===== config.mk =====
export PLATFORM = sky130hd
export DESIGN_NAME = fec_erase_host
export DESIGN_NICKNAME = d
export VERILOG_FILES = /design/src/core/fec_pkg.sv /design/src/core/fec_bus_cycle.sv /design/src/core/fec_erase_host.sv
export SDC_FILE = /design/constraint.sdc
export NUM_CORES = 1
export LEC_CHECK = 0
export BUFFER_PORTS_ARGS = -buffer_cell sky130_fd_sc_hd__buf_2
export CAP_MARGIN = 40
export CORE_ASPECT_RATIO = 0.8
export CORE_MARGIN = 1.5
export CORE_UTILIZATION = 40
export DETAILED_ROUTE_END_ITERATION = 8
export MAX_ROUTING_LAYER = met4
export PLACE_DENSITY_LB_ADDON = 0.1
export SLEW_MARGIN = 20
export SYNTH_ARGS = -nofsm -noshare
export SYNTH_HDL_FRONTEND = slang
export SYNTH_HIERARCHICAL = 1
export SYNTH_SLANG_ARGS = --single-unit

===== constraint.sdc =====
create_clock -name clk -period 4.6 [get_ports clk]
set_input_delay 0.46 -clock clk [delete_from_list [all_inputs] [get_ports clk]]
set_output_delay 0.46 -clock clk [all_outputs]
set_load 0.1 [all_outputs]

===== src/core/fec_pkg.sv =====
// constants and types shared by the flash erase host controller
package fec_pkg;

  // ********************************************
  // clock and timing
  // ********************************************
  localparam int CLK_NS = 8;
  localparam int T_WP_NS = 50;
  localparam int T_ACC_NS = 120;
  localparam int T_RECOV_NS = 30;
  localparam int T_RP_NS = 500;
  localparam int T_BUSY_NS = 90;
  localparam int T_COLLECT_US = 50;
  localparam int T_SUSP_US = 20;
  localparam int WP_CYC = (T_WP_NS + CLK_NS - 1) / CLK_NS;
  localparam int ACC_CYC = (T_ACC_NS + CLK_NS - 1) / CLK_NS;
  localparam int RECOV_CYC = (T_RECOV_NS + CLK_NS - 1) / CLK_NS;
  localparam int RP_CYC = (T_RP_NS + CLK_NS - 1) / CLK_NS;
  localparam int BUSY_CYC = (T_BUSY_NS + CLK_NS - 1) / CLK_NS;
  localparam int COLLECT_CYC = (T_COLLECT_US * 1000 + CLK_NS - 1) / CLK_NS;
  localparam int SUSP_CYC = (T_SUSP_US * 1000 + CLK_NS - 1) / CLK_NS;
  localparam int GUARD_CYC = 64;
  localparam logic [4:0] WP_CNT = 5'(WP_CYC - 1);
  localparam logic [4:0] ACC_CNT = 5'(ACC_CYC - 1);
  localparam logic [4:0] RECOV_CNT = 5'(RECOV_CYC - 1);
  localparam logic [15:0] RP_CNT = 16'(RP_CYC - 1);
  localparam logic [15:0] BUSY_CNT = 16'(BUSY_CYC - 1);
  localparam logic [15:0] SUSP_CNT = 16'(SUSP_CYC - 1);

  // ********************************************
  // register map of the controller
  // ********************************************
  localparam logic [7:0] REG_CTRL = 8'h00;
  localparam logic [7:0] REG_SECT = 8'h04;
  localparam logic [7:0] REG_STAT = 8'h08;
  localparam logic [7:0] REG_POLL = 8'h0c;
  localparam logic [6:0] RST_SECT = 7'h00;
  localparam logic [7:0] RST_POLL = 8'h00;
  localparam int STAT_BUSY_BIT = 3;
  localparam int STAT_ERR_BIT = 4;
  localparam int STAT_RB_BIT = 5;
  localparam int STAT_TIMER_BIT = 6;

  // ********************************************
  // flash command cycles
  // ********************************************
  localparam logic [18:0] ADDR_UNLOCK1 = 19'h00555;
  localparam logic [18:0] ADDR_UNLOCK2 = 19'h002aa;
  localparam logic [18:0] ADDR_ANY = 19'h00000;
  localparam logic [11:0] SECT_LOW = 12'h000;
  localparam logic [7:0] CMD_UNLOCK1 = 8'haa;
  localparam logic [7:0] CMD_UNLOCK2 = 8'h55;
  localparam logic [7:0] CMD_SETUP = 8'h80;
  localparam logic [7:0] CMD_CHIP = 8'h10;
  localparam logic [7:0] CMD_SECT = 8'h30;
  localparam logic [7:0] CMD_SUSP = 8'hb0;
  localparam logic [7:0] CMD_RESUME = 8'h30;
  localparam logic [2:0] STEP_FINAL = 3'h5;
  localparam int TIMER_BIT = 3;

  // ********************************************
  // types
  // ********************************************
  typedef enum logic [2:0] {
    OP_NONE = 3'h0,
    OP_CHIP = 3'h1,
    OP_SECT = 3'h2,
    OP_ADD = 3'h3,
    OP_SUSP = 3'h4,
    OP_RESUME = 3'h5,
    OP_POLL = 3'h6,
    OP_HWRST = 3'h7
  } fec_op_type;

  typedef enum logic [2:0] {
    MODE_READ = 3'h0,
    MODE_CHIP = 3'h1,
    MODE_COLLECT = 3'h2,
    MODE_SECT = 3'h3,
    MODE_SUSPENDING = 3'h4,
    MODE_SUSP = 3'h5,
    MODE_HWRST = 3'h6
  } fec_mode_type;

  typedef enum logic [1:0] {
    PH_IDLE = 2'h0,
    PH_SETUP = 2'h1,
    PH_STROBE = 2'h2,
    PH_RECOV = 2'h3
  } fec_phase_type;

endpackage


===== src/core/fec_bus_cycle.sv =====
// one flash bus cycle, write or read, on the flash pins
`timescale 1ns/1ps
`default_nettype none
module fec_bus_cycle (
  // clock and reset
  input wire logic clk,
  input wire logic rst_n,
  // request
  input wire logic start,
  input wire logic wr,
  input wire logic [18:0] addr,
  input wire logic [7:0] wdata,
  // answer
  output logic done,
  output logic [7:0] rdata,
  // flash pins
  output logic [18:0] flash_addr,
  output logic chip_enable_n,
  output logic output_enable_n,
  output logic write_enable_n,
  input wire logic [7:0] status_data_lines_in,
  output logic [7:0] status_data_lines_out,
  output logic status_data_lines_oe
);

  typedef struct packed {
    fec_pkg::fec_phase_type phase;
    logic [4:0] cnt;
    logic wr;
    logic ce_n;
    logic oe_n;
    logic we_n;
    logic [18:0] addr;
    logic [7:0] dout;
    logic doe;
    logic [7:0] rdata;
    logic done;
  } fec_cyc_type;

  fec_cyc_type s_q, s_d;

  always_comb begin
    s_d = s_q;
    s_d.done = 1'b0;
    case (s_q.phase)
      fec_pkg::PH_IDLE: begin
        if (start) begin
          s_d.phase = fec_pkg::PH_SETUP;
          s_d.wr = wr;
          s_d.addr = addr;
          s_d.dout = wdata;
          s_d.doe = wr;
          s_d.ce_n = 1'b0;
        end
      end
      fec_pkg::PH_SETUP: begin
        s_d.phase = fec_pkg::PH_STROBE;
        s_d.we_n = ~s_q.wr;
        s_d.oe_n = s_q.wr;
        s_d.cnt = s_q.wr ? fec_pkg::WP_CNT : fec_pkg::ACC_CNT;
      end
      fec_pkg::PH_STROBE: begin
        if (s_q.cnt == 5'h00) begin
          // on this rising edge the flash takes write data, or read data is taken into rdata
          s_d.we_n = 1'b1;
          s_d.oe_n = 1'b1;
          s_d.ce_n = 1'b1;
          if (!s_q.wr) begin
            s_d.rdata = status_data_lines_in;
          end
          s_d.phase = fec_pkg::PH_RECOV;
          s_d.cnt = fec_pkg::RECOV_CNT;
        end else begin
          s_d.cnt = s_q.cnt - 5'h01;
        end
      end
      fec_pkg::PH_RECOV: begin
        if (s_q.cnt == 5'h00) begin
          s_d.doe = 1'b0;
          s_d.phase = fec_pkg::PH_IDLE;
          s_d.done = 1'b1;
        end else begin
          s_d.cnt = s_q.cnt - 5'h01;
        end
      end
      default: begin
        s_d.phase = fec_pkg::PH_IDLE;
      end
    endcase
  end

  always_ff @(posedge clk or negedge rst_n) begin
    if (!rst_n) begin
      s_q <= '{phase: fec_pkg::PH_IDLE, cnt: 5'h00, wr: 1'b0, ce_n: 1'b1,
               oe_n: 1'b1, we_n: 1'b1, addr: 19'h00000, dout: 8'h00,
               doe: 1'b0, rdata: 8'h00, done: 1'b0};
    end else begin
      s_q <= s_d;
    end
  end

  assign done = s_q.done;
  assign rdata = s_q.rdata;
  assign flash_addr = s_q.addr;
  assign chip_enable_n = s_q.ce_n;
  assign output_enable_n = s_q.oe_n;
  assign write_enable_n = s_q.we_n;
  assign status_data_lines_out = s_q.dout;
  assign status_data_lines_oe = s_q.doe;

endmodule
`default_nettype wire


===== src/core/fec_erase_host.sv =====
// host controller issuing flash erase, suspend and resume sequences
`timescale 1ns/1ps
`default_nettype none
module fec_erase_host #(
  parameter int COLLECT_CYC = fec_pkg::COLLECT_CYC
) (
  // clock and reset
  input wire logic clk,
  input wire logic rst_n,
  // register port
  input wire logic [7:0] reg_addr,
  input wire logic [31:0] reg_wdata,
  input wire logic reg_wr,
  input wire logic reg_rd,
  output logic [31:0] reg_rdata,
  // flash pins
  output logic [18:0] flash_addr,
  output logic chip_enable_n,
  output logic output_enable_n,
  output logic write_enable_n,
  output logic hw_reset_n,
  input wire logic ready_busy_out,
  input wire logic [7:0] status_data_lines_in,
  output logic [7:0] status_data_lines_out,
  output logic status_data_lines_oe
);

  typedef struct packed {
    fec_pkg::fec_mode_type mode;
    fec_pkg::fec_op_type op;
    logic busy;
    logic start;
    logic [2:0] step;
    logic [6:0] sect;
    logic err;
    logic [7:0] poll;
    logic [15:0] tmr;
    logic rst_pin;
    logic [31:0] rdata;
  } fec_host_type;

  fec_host_type s_q, s_d;
  logic eng_done;
  logic [7:0] eng_rdata;
  logic [2:0] req_op;

  // ********************************************
  // sequence tables
  // ********************************************
  function automatic logic [2:0] seq_last(input fec_pkg::fec_op_type op);
    if (op == fec_pkg::OP_CHIP || op == fec_pkg::OP_SECT) begin
      seq_last = fec_pkg::STEP_FINAL;
    end else begin
      seq_last = 3'h0;
    end
  endfunction

  function automatic logic [18:0] seq_addr(input fec_pkg::fec_op_type op,
                                           input logic [2:0] step,
                                           input logic [6:0] sect);
    seq_addr = fec_pkg::ADDR_ANY;
    case (op)
      fec_pkg::OP_CHIP, fec_pkg::OP_SECT: begin
        case (step)
          3'h1, 3'h4: seq_addr = fec_pkg::ADDR_UNLOCK2;
          3'h5: begin
            if (op == fec_pkg::OP_SECT) begin
              seq_addr = {sect, fec_pkg::SECT_LOW};
            end else begin
              seq_addr = fec_pkg::ADDR_UNLOCK1;
            end
          end
          default: seq_addr = fec_pkg::ADDR_UNLOCK1;
        endcase
      end
      fec_pkg::OP_ADD, fec_pkg::OP_POLL: seq_addr = {sect, fec_pkg::SECT_LOW};
      default: seq_addr = fec_pkg::ADDR_ANY;
    endcase
  endfunction

  function automatic logic [7:0] seq_data(input fec_pkg::fec_op_type op,
                                          input logic [2:0] step);
    seq_data = 8'h00;
    case (op)
      fec_pkg::OP_CHIP, fec_pkg::OP_SECT: begin
        case (step)
          3'h0, 3'h3: seq_data = fec_pkg::CMD_UNLOCK1;
          3'h1, 3'h4: seq_data = fec_pkg::CMD_UNLOCK2;
          3'h2: seq_data = fec_pkg::CMD_SETUP;
          default: begin
            if (op == fec_pkg::OP_CHIP) begin
              seq_data = fec_pkg::CMD_CHIP;
            end else begin
              seq_data = fec_pkg::CMD_SECT;
            end
          end
        endcase
      end
      fec_pkg::OP_ADD: seq_data = fec_pkg::CMD_SECT;
      fec_pkg::OP_SUSP: seq_data = fec_pkg::CMD_SUSP;
      fec_pkg::OP_RESUME: seq_data = fec_pkg::CMD_RESUME;
      default: seq_data = 8'h00;
    endcase
  endfunction

  // which orders the flash state allows
  function automatic logic op_ok(input logic [2:0] op,
                                 input fec_pkg::fec_mode_type mode,
                                 input logic [15:0] tmr);
    case (op)
      fec_pkg::OP_CHIP, fec_pkg::OP_SECT:
        op_ok = (mode == fec_pkg::MODE_READ);
      fec_pkg::OP_ADD:
        op_ok = (mode == fec_pkg::MODE_COLLECT) &&
                (tmr < 16'(COLLECT_CYC - fec_pkg::GUARD_CYC));
      fec_pkg::OP_SUSP:
        op_ok = (mode == fec_pkg::MODE_COLLECT) ||
                (mode == fec_pkg::MODE_SECT);
      fec_pkg::OP_RESUME: op_ok = (mode == fec_pkg::MODE_SUSP);
      fec_pkg::OP_POLL: op_ok = (mode != fec_pkg::MODE_HWRST);
      fec_pkg::OP_HWRST: op_ok = 1'b1;
      default: op_ok = 1'b0;
    endcase
  endfunction

  // ********************************************
  // control
  // ********************************************
  assign req_op = reg_wdata[2:0];

  always_comb begin
    s_d = s_q;
    s_d.start = 1'b0;
    s_d.rdata = 32'h00000000;

    // mode timers
    case (s_q.mode)
      fec_pkg::MODE_CHIP, fec_pkg::MODE_SECT: begin
        if (s_q.tmr != 16'h0000) begin
          s_d.tmr = s_q.tmr - 16'h0001;
        end else if (ready_busy_out) begin
          s_d.mode = fec_pkg::MODE_READ;
        end
      end
      fec_pkg::MODE_COLLECT: begin
        if (s_q.tmr >= 16'(COLLECT_CYC - 1)) begin
          s_d.mode = fec_pkg::MODE_SECT;
          s_d.tmr = fec_pkg::BUSY_CNT;
        end else begin
          s_d.tmr = s_q.tmr + 16'h0001;
        end
      end
      fec_pkg::MODE_SUSPENDING: begin
        if (s_q.tmr == 16'h0000) begin
          s_d.mode = fec_pkg::MODE_SUSP;
        end else begin
          s_d.tmr = s_q.tmr - 16'h0001;
        end
      end
      fec_pkg::MODE_HWRST: begin
        if (s_q.tmr == 16'h0000) begin
          s_d.rst_pin = 1'b1;
          s_d.mode = fec_pkg::MODE_READ;
        end else begin
          s_d.tmr = s_q.tmr - 16'h0001;
        end
      end
      default: begin
        s_d.tmr = s_q.tmr;
      end
    endcase

    // sequence stepping
    if (s_q.busy && eng_done) begin
      if (s_q.step != seq_last(s_q.op)) begin
        s_d.step = s_q.step + 3'h1;
        s_d.start = 1'b1;
      end else begin
        s_d.busy = 1'b0;
        case (s_q.op)
          fec_pkg::OP_CHIP: begin
            s_d.mode = fec_pkg::MODE_CHIP;
            s_d.tmr = fec_pkg::BUSY_CNT;
          end
          fec_pkg::OP_SECT, fec_pkg::OP_ADD: begin
            s_d.mode = fec_pkg::MODE_COLLECT;
            s_d.tmr = 16'h0000;
          end
          fec_pkg::OP_SUSP: begin
            if (s_q.mode == fec_pkg::MODE_COLLECT) begin
              s_d.mode = fec_pkg::MODE_SUSP;
            end else begin
              s_d.mode = fec_pkg::MODE_SUSPENDING;
              s_d.tmr = fec_pkg::SUSP_CNT;
            end
          end
          fec_pkg::OP_RESUME: begin
            s_d.mode = fec_pkg::MODE_SECT;
            s_d.tmr = fec_pkg::BUSY_CNT;
          end
          fec_pkg::OP_POLL: s_d.poll = eng_rdata;
          default: s_d.busy = 1'b0;
        endcase
      end
    end

    // register writes
    if (reg_wr) begin
      case (reg_addr)
        fec_pkg::REG_CTRL: begin
          if (req_op == 3'(fec_pkg::OP_NONE)) begin
            s_d.err = s_q.err;
          end else if (s_q.busy || !op_ok(req_op, s_q.mode, s_q.tmr)) begin
            s_d.err = 1'b1;
          end else if (req_op == 3'(fec_pkg::OP_HWRST)) begin
            s_d.mode = fec_pkg::MODE_HWRST;
            s_d.rst_pin = 1'b0;
            s_d.tmr = fec_pkg::RP_CNT;
          end else begin
            s_d.op = fec_pkg::fec_op_type'(req_op);
            s_d.busy = 1'b1;
            s_d.step = 3'h0;
            s_d.start = 1'b1;
          end
        end
        fec_pkg::REG_SECT: begin
          if (s_q.busy) begin
            s_d.err = 1'b1;
          end else begin
            s_d.sect = reg_wdata[6:0];
          end
        end
        fec_pkg::REG_STAT: s_d.err = 1'b0;
        default: s_d.err = s_q.err;
      endcase
    end

    // register reads
    if (reg_rd) begin
      case (reg_addr)
        fec_pkg::REG_CTRL: s_d.rdata = {29'h00000000, s_q.op};
        fec_pkg::REG_SECT: s_d.rdata = {25'h0000000, s_q.sect};
        fec_pkg::REG_STAT: begin
          s_d.rdata = {25'h0000000, s_q.poll[fec_pkg::TIMER_BIT],
                       ready_busy_out, s_q.err, s_q.busy, s_q.mode};
        end
        fec_pkg::REG_POLL: s_d.rdata = {24'h000000, s_q.poll};
        default: s_d.rdata = 32'h00000000;
      endcase
    end
  end

  always_ff @(posedge clk or negedge rst_n) begin
    if (!rst_n) begin
      s_q <= '{mode: fec_pkg::MODE_READ, op: fec_pkg::OP_NONE, busy: 1'b0,
               start: 1'b0, step: 3'h0, sect: fec_pkg::RST_SECT, err: 1'b0,
               poll: fec_pkg::RST_POLL, tmr: 16'h0000, rst_pin: 1'b1,
               rdata: 32'h00000000};
    end else begin
      s_q <= s_d;
    end
  end

  // ********************************************
  // flash bus cycles
  // ********************************************
  fec_bus_cycle u_cycle (
    .clk(clk),
    .rst_n(rst_n),
    .start(s_q.start),
    .wr(s_q.op != fec_pkg::OP_POLL),
    .addr(seq_addr(s_q.op, s_q.step, s_q.sect)),
    .wdata(seq_data(s_q.op, s_q.step)),
    .done(eng_done),
    .rdata(eng_rdata),
    .flash_addr(flash_addr),
    .chip_enable_n(chip_enable_n),
    .output_enable_n(output_enable_n),
    .write_enable_n(write_enable_n),
    .status_data_lines_in(status_data_lines_in),
    .status_data_lines_out(status_data_lines_out),
    .status_data_lines_oe(status_data_lines_oe)
  );

  assign reg_rdata = s_q.rdata;
  assign hw_reset_n = s_q.rst_pin;

endmodule
`default_nettype wire


==> reports/qor.csv, run 1 <==
stage,metric,value,unit
run_status,status,"complete, no violations",
logic_synthesis,area share of the largest cell type after synthesis,38.5,%
clock_network,CTS tree,yes,
flow_run,max_cap viols,0,
global_routing,Total Routing Usage GR,18.9,%
logic_synthesis,"EDFF count, synth",0,
sta,Setup Viol. Count Final,0,
logic_synthesis,Post-Syn Area,6230,um2
clock_network,clk sinks,100,
final_layout,FF+latch area,2510,um2
clock_network,Clock Latency Late Sink,0.36,ns
clock_network,cts repair resizes,0,
final_layout,antenna cells,0,
logic_synthesis,distinct cell type count after synthesis,71,
logic_synthesis,synth warn,6,
setup_path,crit path max fanout,14,
final_layout,area of the multi-input gates,3120,um2
logic_synthesis,mean post-synth cell area,9.74,um2
sta,crit share post-route,61.5,%
final_layout,Nets,716,
sta,Hold Fails Final Rpt,0,
sta,crit path time final,2.83,ns
floorplan,std cell rows,40,
final_layout,Synth-to-Final Area Change,6.56,%
floorplan,die width,143,um
floorplan,effective utilization at floorplan,41.3,%
setup_path,Setup crit start kind,flop,
final_layout,"commonest non-fill, non-tap cell in the layout",dfrtp_1,
logic_synthesis,post-synthesis register bit count,100,
drt,Routed wire per std cell,16.6,um
clock_network,Root Buffer,clkbuf_16,
logic_synthesis,sequential area share after synthesis,40.2,%
drt,drt pass-1 iters,5,
place,Final HPWL DP,10300,um
floorplan,Ports,117,
final_layout,filler instances,1470,
sta,Hold Slack,0.333,ns
drt,vias,4670,
power,Pwr Total,2240,uW
clock_network,clk buf depth,2,
sta,RSZ-0062 raised after global routing,false,
setup_path,CP endpoint kind,flop,
sta,max_slew headroom,37.0,%
final_layout,most frequent cells in the layout,"dfrtp_1 (96), buf_2 (66), mux2_2 (57)",
power,pwr/cell area,338,nW/um2
setup_path,critical path class,reg2reg,
sta,Max Freq,354,MHz
final_layout,fraction of final layout cells sized beyond drive strength 1,25.4,%
global_routing,largest net degree at the start of global routing,56,
sta,Clock Skews,0.00833,ns
min_path,hold crit path type,in2reg,
logic_synthesis,Post-synth ARST share,100,%
sta,Worst Tran Pin Value,0.942,ns
drt,DRC viols,0,
clock_network,clock slew seen by the registers of the worst setup and hold paths,0.07,ns
setup_path,Crit path arrival time,3.07,ns
logic_synthesis,cell count after synthesis,640,
logic_synthesis,largest area contributor in the netlist,dfrtp_1,
sta,Pins Over Slew Limit,0,
clock_network,hold_buf cts,1,
floorplan,placeable core area,15100,um2
global_routing,initial antenna violation count,0,
sta,total negative slack,0,ns
clock_network,cts bufs inserted,9,
sta,"Worst Setup Slack, final",1.77,ns
drt,Total Routed Length,14400,um
logic_synthesis,Main synth FF type,dfrtp_1,
clock_network,htree depth,3,
floorplan,die footprint,16300,um2
drt,DR iter-0 viols,330,
place,IO buf count,67,
place,Placer Congestion,0.892,
power,maximum vdd ir drop,0.000378,V
global_routing,grt ovf,0,
floorplan,Chip Height,115,um
clock_network,Post-CTS Setup Bufs,0,
drt,Detail Route Antenna Nets,0,
setup_path,CP Data Required Time,4.84,ns
power,LEAKAGE,0.00308,uW
logic_synthesis,"top cells by area, synth","dfrtp_1 (39%), mux2_2 (10%), buf_4 (8.1%)",
global_routing,first-pass GRT wire length,23300,um
global_routing,vias in the first global route,4415,
drt,DR vias/cell,5.41,
place,dpl ws,1.83,ns
metrics by stage:
stage / utilization (%) / cells / cell area [um2]
3_3_place_gp: 41.8 / 846 / 6320
5_1_grt: 44.0 / 864 / 6640
3_5_place_dp: 42.0 / 847 / 6350
6_report: 44.0 / 864 / 6640
2_1_floorplan: - / 664 / 6320
4_1_cts: 44.0 / 864 / 6640
cell usage after synthesis (7+ instances only):
cell	number
and3_1	7
a31oi_1	11
dfrtp_1	96
nor2b_1	10
or3_1	8
ha_1	14
mux2_2	57
inv_1	18
nor2_1	39
o21ai_0	33
a211oi_1	8
nor3_1	18
nand2_1	41
o211ai_1	7
nor4_1	10
clkbuf_1	29
a21oi_1	28
buf_4	67
and2_1	13
nand3_1	18
critical path: stages (launching register included):
cell and delay (ns):
dfrtp_1 0.56, nor3b_4 0.45, nand2_1 0.22, nor4_1 0.32, a211oi_1 0.09, or4_1 0.69, mux2_4 0.37
registers in the layout, indices dropped and copies added, names as in the netlist:
name / cells
s_q: 43
u_cycle/flash_addr: 19
reg_rdata: 8
u_cycle/rdata: 8
u_cycle/s_q: 8
u_cycle/status_data_lines_out: 8
hw_reset_n: 1
u_cycle/chip_enable_n: 1
u_cycle/done: 1
u_cycle/output_enable_n: 1
u_cycle/status_data_lines_oe: 1
u_cycle/write_enable_n: 1
report_power, final:
group          switching (uW)  internal (uW)  leakage (uW)
combinational             353            154       0.00167
clock                     363            390      0.000138
sequential               50.7            932       0.00127
total                     767           1470       0.00308
cell families (layout without fill, tap and decap cells):
family	count (synthesis)	in the layout	share of synthesized area (%)
other cells	1	25	0.0601
buf+inv	117	107	11.2
compound gates	131	131	13.7
fa+ha+maj	14	14	2.81
flops	100	100	40.2
simple gates	203	203	18.2
xor+xnor	7	7	0.983
mux	67	67	12.7
path summary, 6_finish.rpt:
kind	start	to	slack, ns	depth (start not counted)
min reg2reg	u_cycle/status_data_lines_out[6]	u_cycle/status_data_lines_out[6]	0.50	1
max reg2reg	s_q[75]	s_q[71]	1.77	6
min	reg_wdata[3]	s_q[61]	0.33	2
max in group asynchronous	rst_n	s_q[49]	3.09	4
min in group asynchronous	rst_n	u_cycle/s_q[42]	0.52	2
max	s_q[75]	s_q[71]	1.77	6
area by class of cell:
cell class              instances  share of cell area, %
clock buffers                  11                   3.65
clock inverters                 5                  0.621
inverters                      18                   1.02
multi-input cells             447                   46.9
flip-flops and latches        100                   37.7
well taps                     210                   3.95
repair buffers                 73                   6.10
per-layer routing:
metal	wire, um	vias to the layer above	global-route usage (%)
li1	-	2228	-
met1	6880	2302	24.9
met2	6680	124	29.4
met3	627	16	4.06
met4	186	0	5.15
met5	0	-	-
Power figures use the tool's default switching activity.
==> run 2: changes to the inputs <==
clock period = 2.8 ns   (was 4.6 ns; I/O delays follow)
==> reports/qor.csv, run 2 (same netlist as run 1, synthesis figures left out) <==
stage,metric,value,unit
global_routing,met2 usage in global routing,30.6,%
global_routing,vias in the first global route,4626,
final_layout,Synth-to-Final Area Change,10.0,%
setup_path,reg2reg path depth,6,
global_routing,first-pass GRT wire length,24400,um
setup_path,CP Data Required Time,3.04,ns
global_routing,largest net degree at the start of global routing,41,
global_routing,busiest grt layer,met2,
setup_path,crit path max fanout,8,
sta,crit path time final,2.51,ns
final_layout,FF+latch area,2510,um2
place,Final HPWL DP,10800,um
drt,Routed wire per std cell,16.5,um
run_status,status,"complete, no violations",
sta,"Worst Setup Slack, final",0.293,ns
power,internal cell power,2590,uW
setup_path,CP bufs+invs,0,
sta,Clock Skews,0.0102,ns
clock_network,clk buf depth,2,
final_layout,antenna cells,0,
final_layout,most flop-heavy register,s_q,
clock_network,Clock Latency Late Sink,0.36,ns
final_layout,Largest register FFs,43,
floorplan,std cell rows,40,
setup_path,crit-path leading delay family,simple AND/OR/NAND/NOR gates,
drt,Detail Route Antenna Nets,0,
clock_network,Post-CTS Setup Bufs,0,
final_layout,fraction of final layout cells sized beyond drive strength 1,28.2,%
setup_path,CP endpoint kind,flop,
sta,Hold Fails Final Rpt,0,
floorplan,die width,143,um
drt,vias,4776,
power,Psw,1270,uW
clock_network,clk sinks,100,
place,dpl ws,0.300,ns
clock_network,cts repair resizes,0,
sta,Worst Tran Pin Value,0.697,ns
floorplan,effective utilization at floorplan,41.3,%
power,Switching Share,32.9,%
flow_run,max_cap viols,0,
place,DP Area,6510,um2
setup_path,Crit path arrival time,2.75,ns
sta,Pins Over Slew Limit,0,
place,Placer Congestion,0.922,
global_routing,grt ovf,0,
power,Pwr Total,3860,uW
power,combinational power share,21.5,%
clock_network,Root Buffer,clkbuf_16,
final_layout,area of the multi-input gates,3120,um2
sta,Max Freq,399,MHz
drt,DR vias/cell,5.38,
setup_path,"reg-to-reg slack, setup",0.29,ns
sta,max_slew headroom,53.3,%
min_path,hold crit path type,in2reg,
sta,total negative slack,0,ns
final_layout,filler instances,1466,
final_layout,"commonest non-fill, non-tap cell in the layout",dfrtp_1,
min_path,worst hold path depth,2,
sta,Setup Viol. Count Final,0,
global_routing,met3 Use GR,3.85,%
clock_network,clock slew seen by the registers of the worst setup and hold paths,0.08,ns
setup_path,critical path class,reg2reg,
drt,Total Routed Length,14700,um
setup_path,RR Endpoint,s_q[71],
place,IO buf count,67,
min_path,hold path start,status_data_lines_in[6],
power,maximum vdd ir drop,0.000715,V
final_layout,Nets,740,
sta,Hold Slack,0.153,ns
setup_path,"critical path, cell by cell","nor3_1, a41oi_1, nor4_1, a211oi_1, or4_1, mux2_4",
power,LEAKAGE,0.00322,uW
final_layout,most frequent cells in the layout,"dfrtp_1 (96), buf_2 (66), mux2_2 (57)",
min_path,WHS Endpoint,u_cycle/rdata[6],
power,pwr/cell area,563,nW/um2
sta,crit share post-route,89.5,%
setup_path,Critical Path Max Stage Delay,0.69,ns
drt,DR iter-0 viols,243,
global_routing,initial antenna violation count,0,
drt,DRC viols,0,
global_routing,met1 global-route usage,26.2,%
floorplan,placeable core area,15100,um2
clock_network,CTS tree,yes,
floorplan,Ports,117,
clock_network,cts bufs inserted,9,
clock_network,htree depth,3,
floorplan,die footprint,16300,um2
drt,drt pass-1 iters,5,
global_routing,Total Routing Usage GR,19.7,%
setup_path,Critical R2R Launch,s_q[43],
floorplan,Chip Height,115,um
power,Clk pwr share,36.7,%
setup_path,slowest CP cell,or4_1,
sta,RSZ-0062 raised after global routing,false,
setup_path,Setup crit start kind,flop,
final_layout,"Design Area, Final",6860,um2
power,Seq pwr share,41.7,%
==> run 2: through the flow <==
stage | util (%) | instances
final | 45.4 | 888
after global routing | 45.4 | 888
after CTS | 45.4 | 888
after detailed placement | 43.1 | 871
after global placement | 43.1 | 871
after floorplan | - | 664
==> run 2: worst max-delay path by stage <==
| stage | from | endpoint | slack (ns) | cells after the start |
|---|---|---|---|---|
| 5_1_grt | s_q[43] | s_q[72] | 0.18 | 6 |
| 6_report | s_q[43] | s_q[71] | 0.29 | 6 |
| 3_5_place_dp | s_q[43] | s_q[72] | 0.30 | 6 |
| 3_3_place_gp | s_q[43] | s_q[72] | 0.35 | 6 |
| 2_1_floorplan | s_q[47] | s_q[70] | 0.55 | 7 |
| 4_1_cts | s_q[43] | s_q[72] | 0.29 | 6 |
==> run 2: power groups by stage <==
stage / logic [uW] / clock network [uW] / registers, uW
4_1_cts: 840 / 1470 / 1610
3_5_place_dp: 836 / 0 / 1640
2_1_floorplan: 596 / 0 / 1740
5_1_grt: 914 / 1510 / 1630
6_report: 831 / 1420 / 1610
3_3_place_gp: 823 / 0 / 1630
==> run 2: area by class of cell <==
| type | count | area share, % |
|---|---|---|
| multi-input combinational | 447 | 45.4 |
| sequential | 100 | 36.6 |
| timing repair buffer | 97 | 8.25 |
| tap | 210 | 3.83 |
| clock buffer | 9 | 3.28 |
| clock inverter | 7 | 1.66 |
| inverter | 18 | 0.985 |
==> run 2: per-layer routing <==
| metal | vias up | part of all wire, % | routed length (um) |
|---|---|---|---|
| li1 | 2296 | - | - |
| met1 | 2331 | 47 | 6950 |
| met2 | 127 | 47 | 6830 |
| met3 | 22 | 4.4 | 650 |
| met4 | 0 | 1.6 | 236 |
| met5 | - | 0 | 0 |
==> run 2: timing repair <==
item | CTS | global route
endpoints found under the hold margin | 37 | 0
endpoints found under the setup margin | 0 | 0
hold buffers | 1 | 0
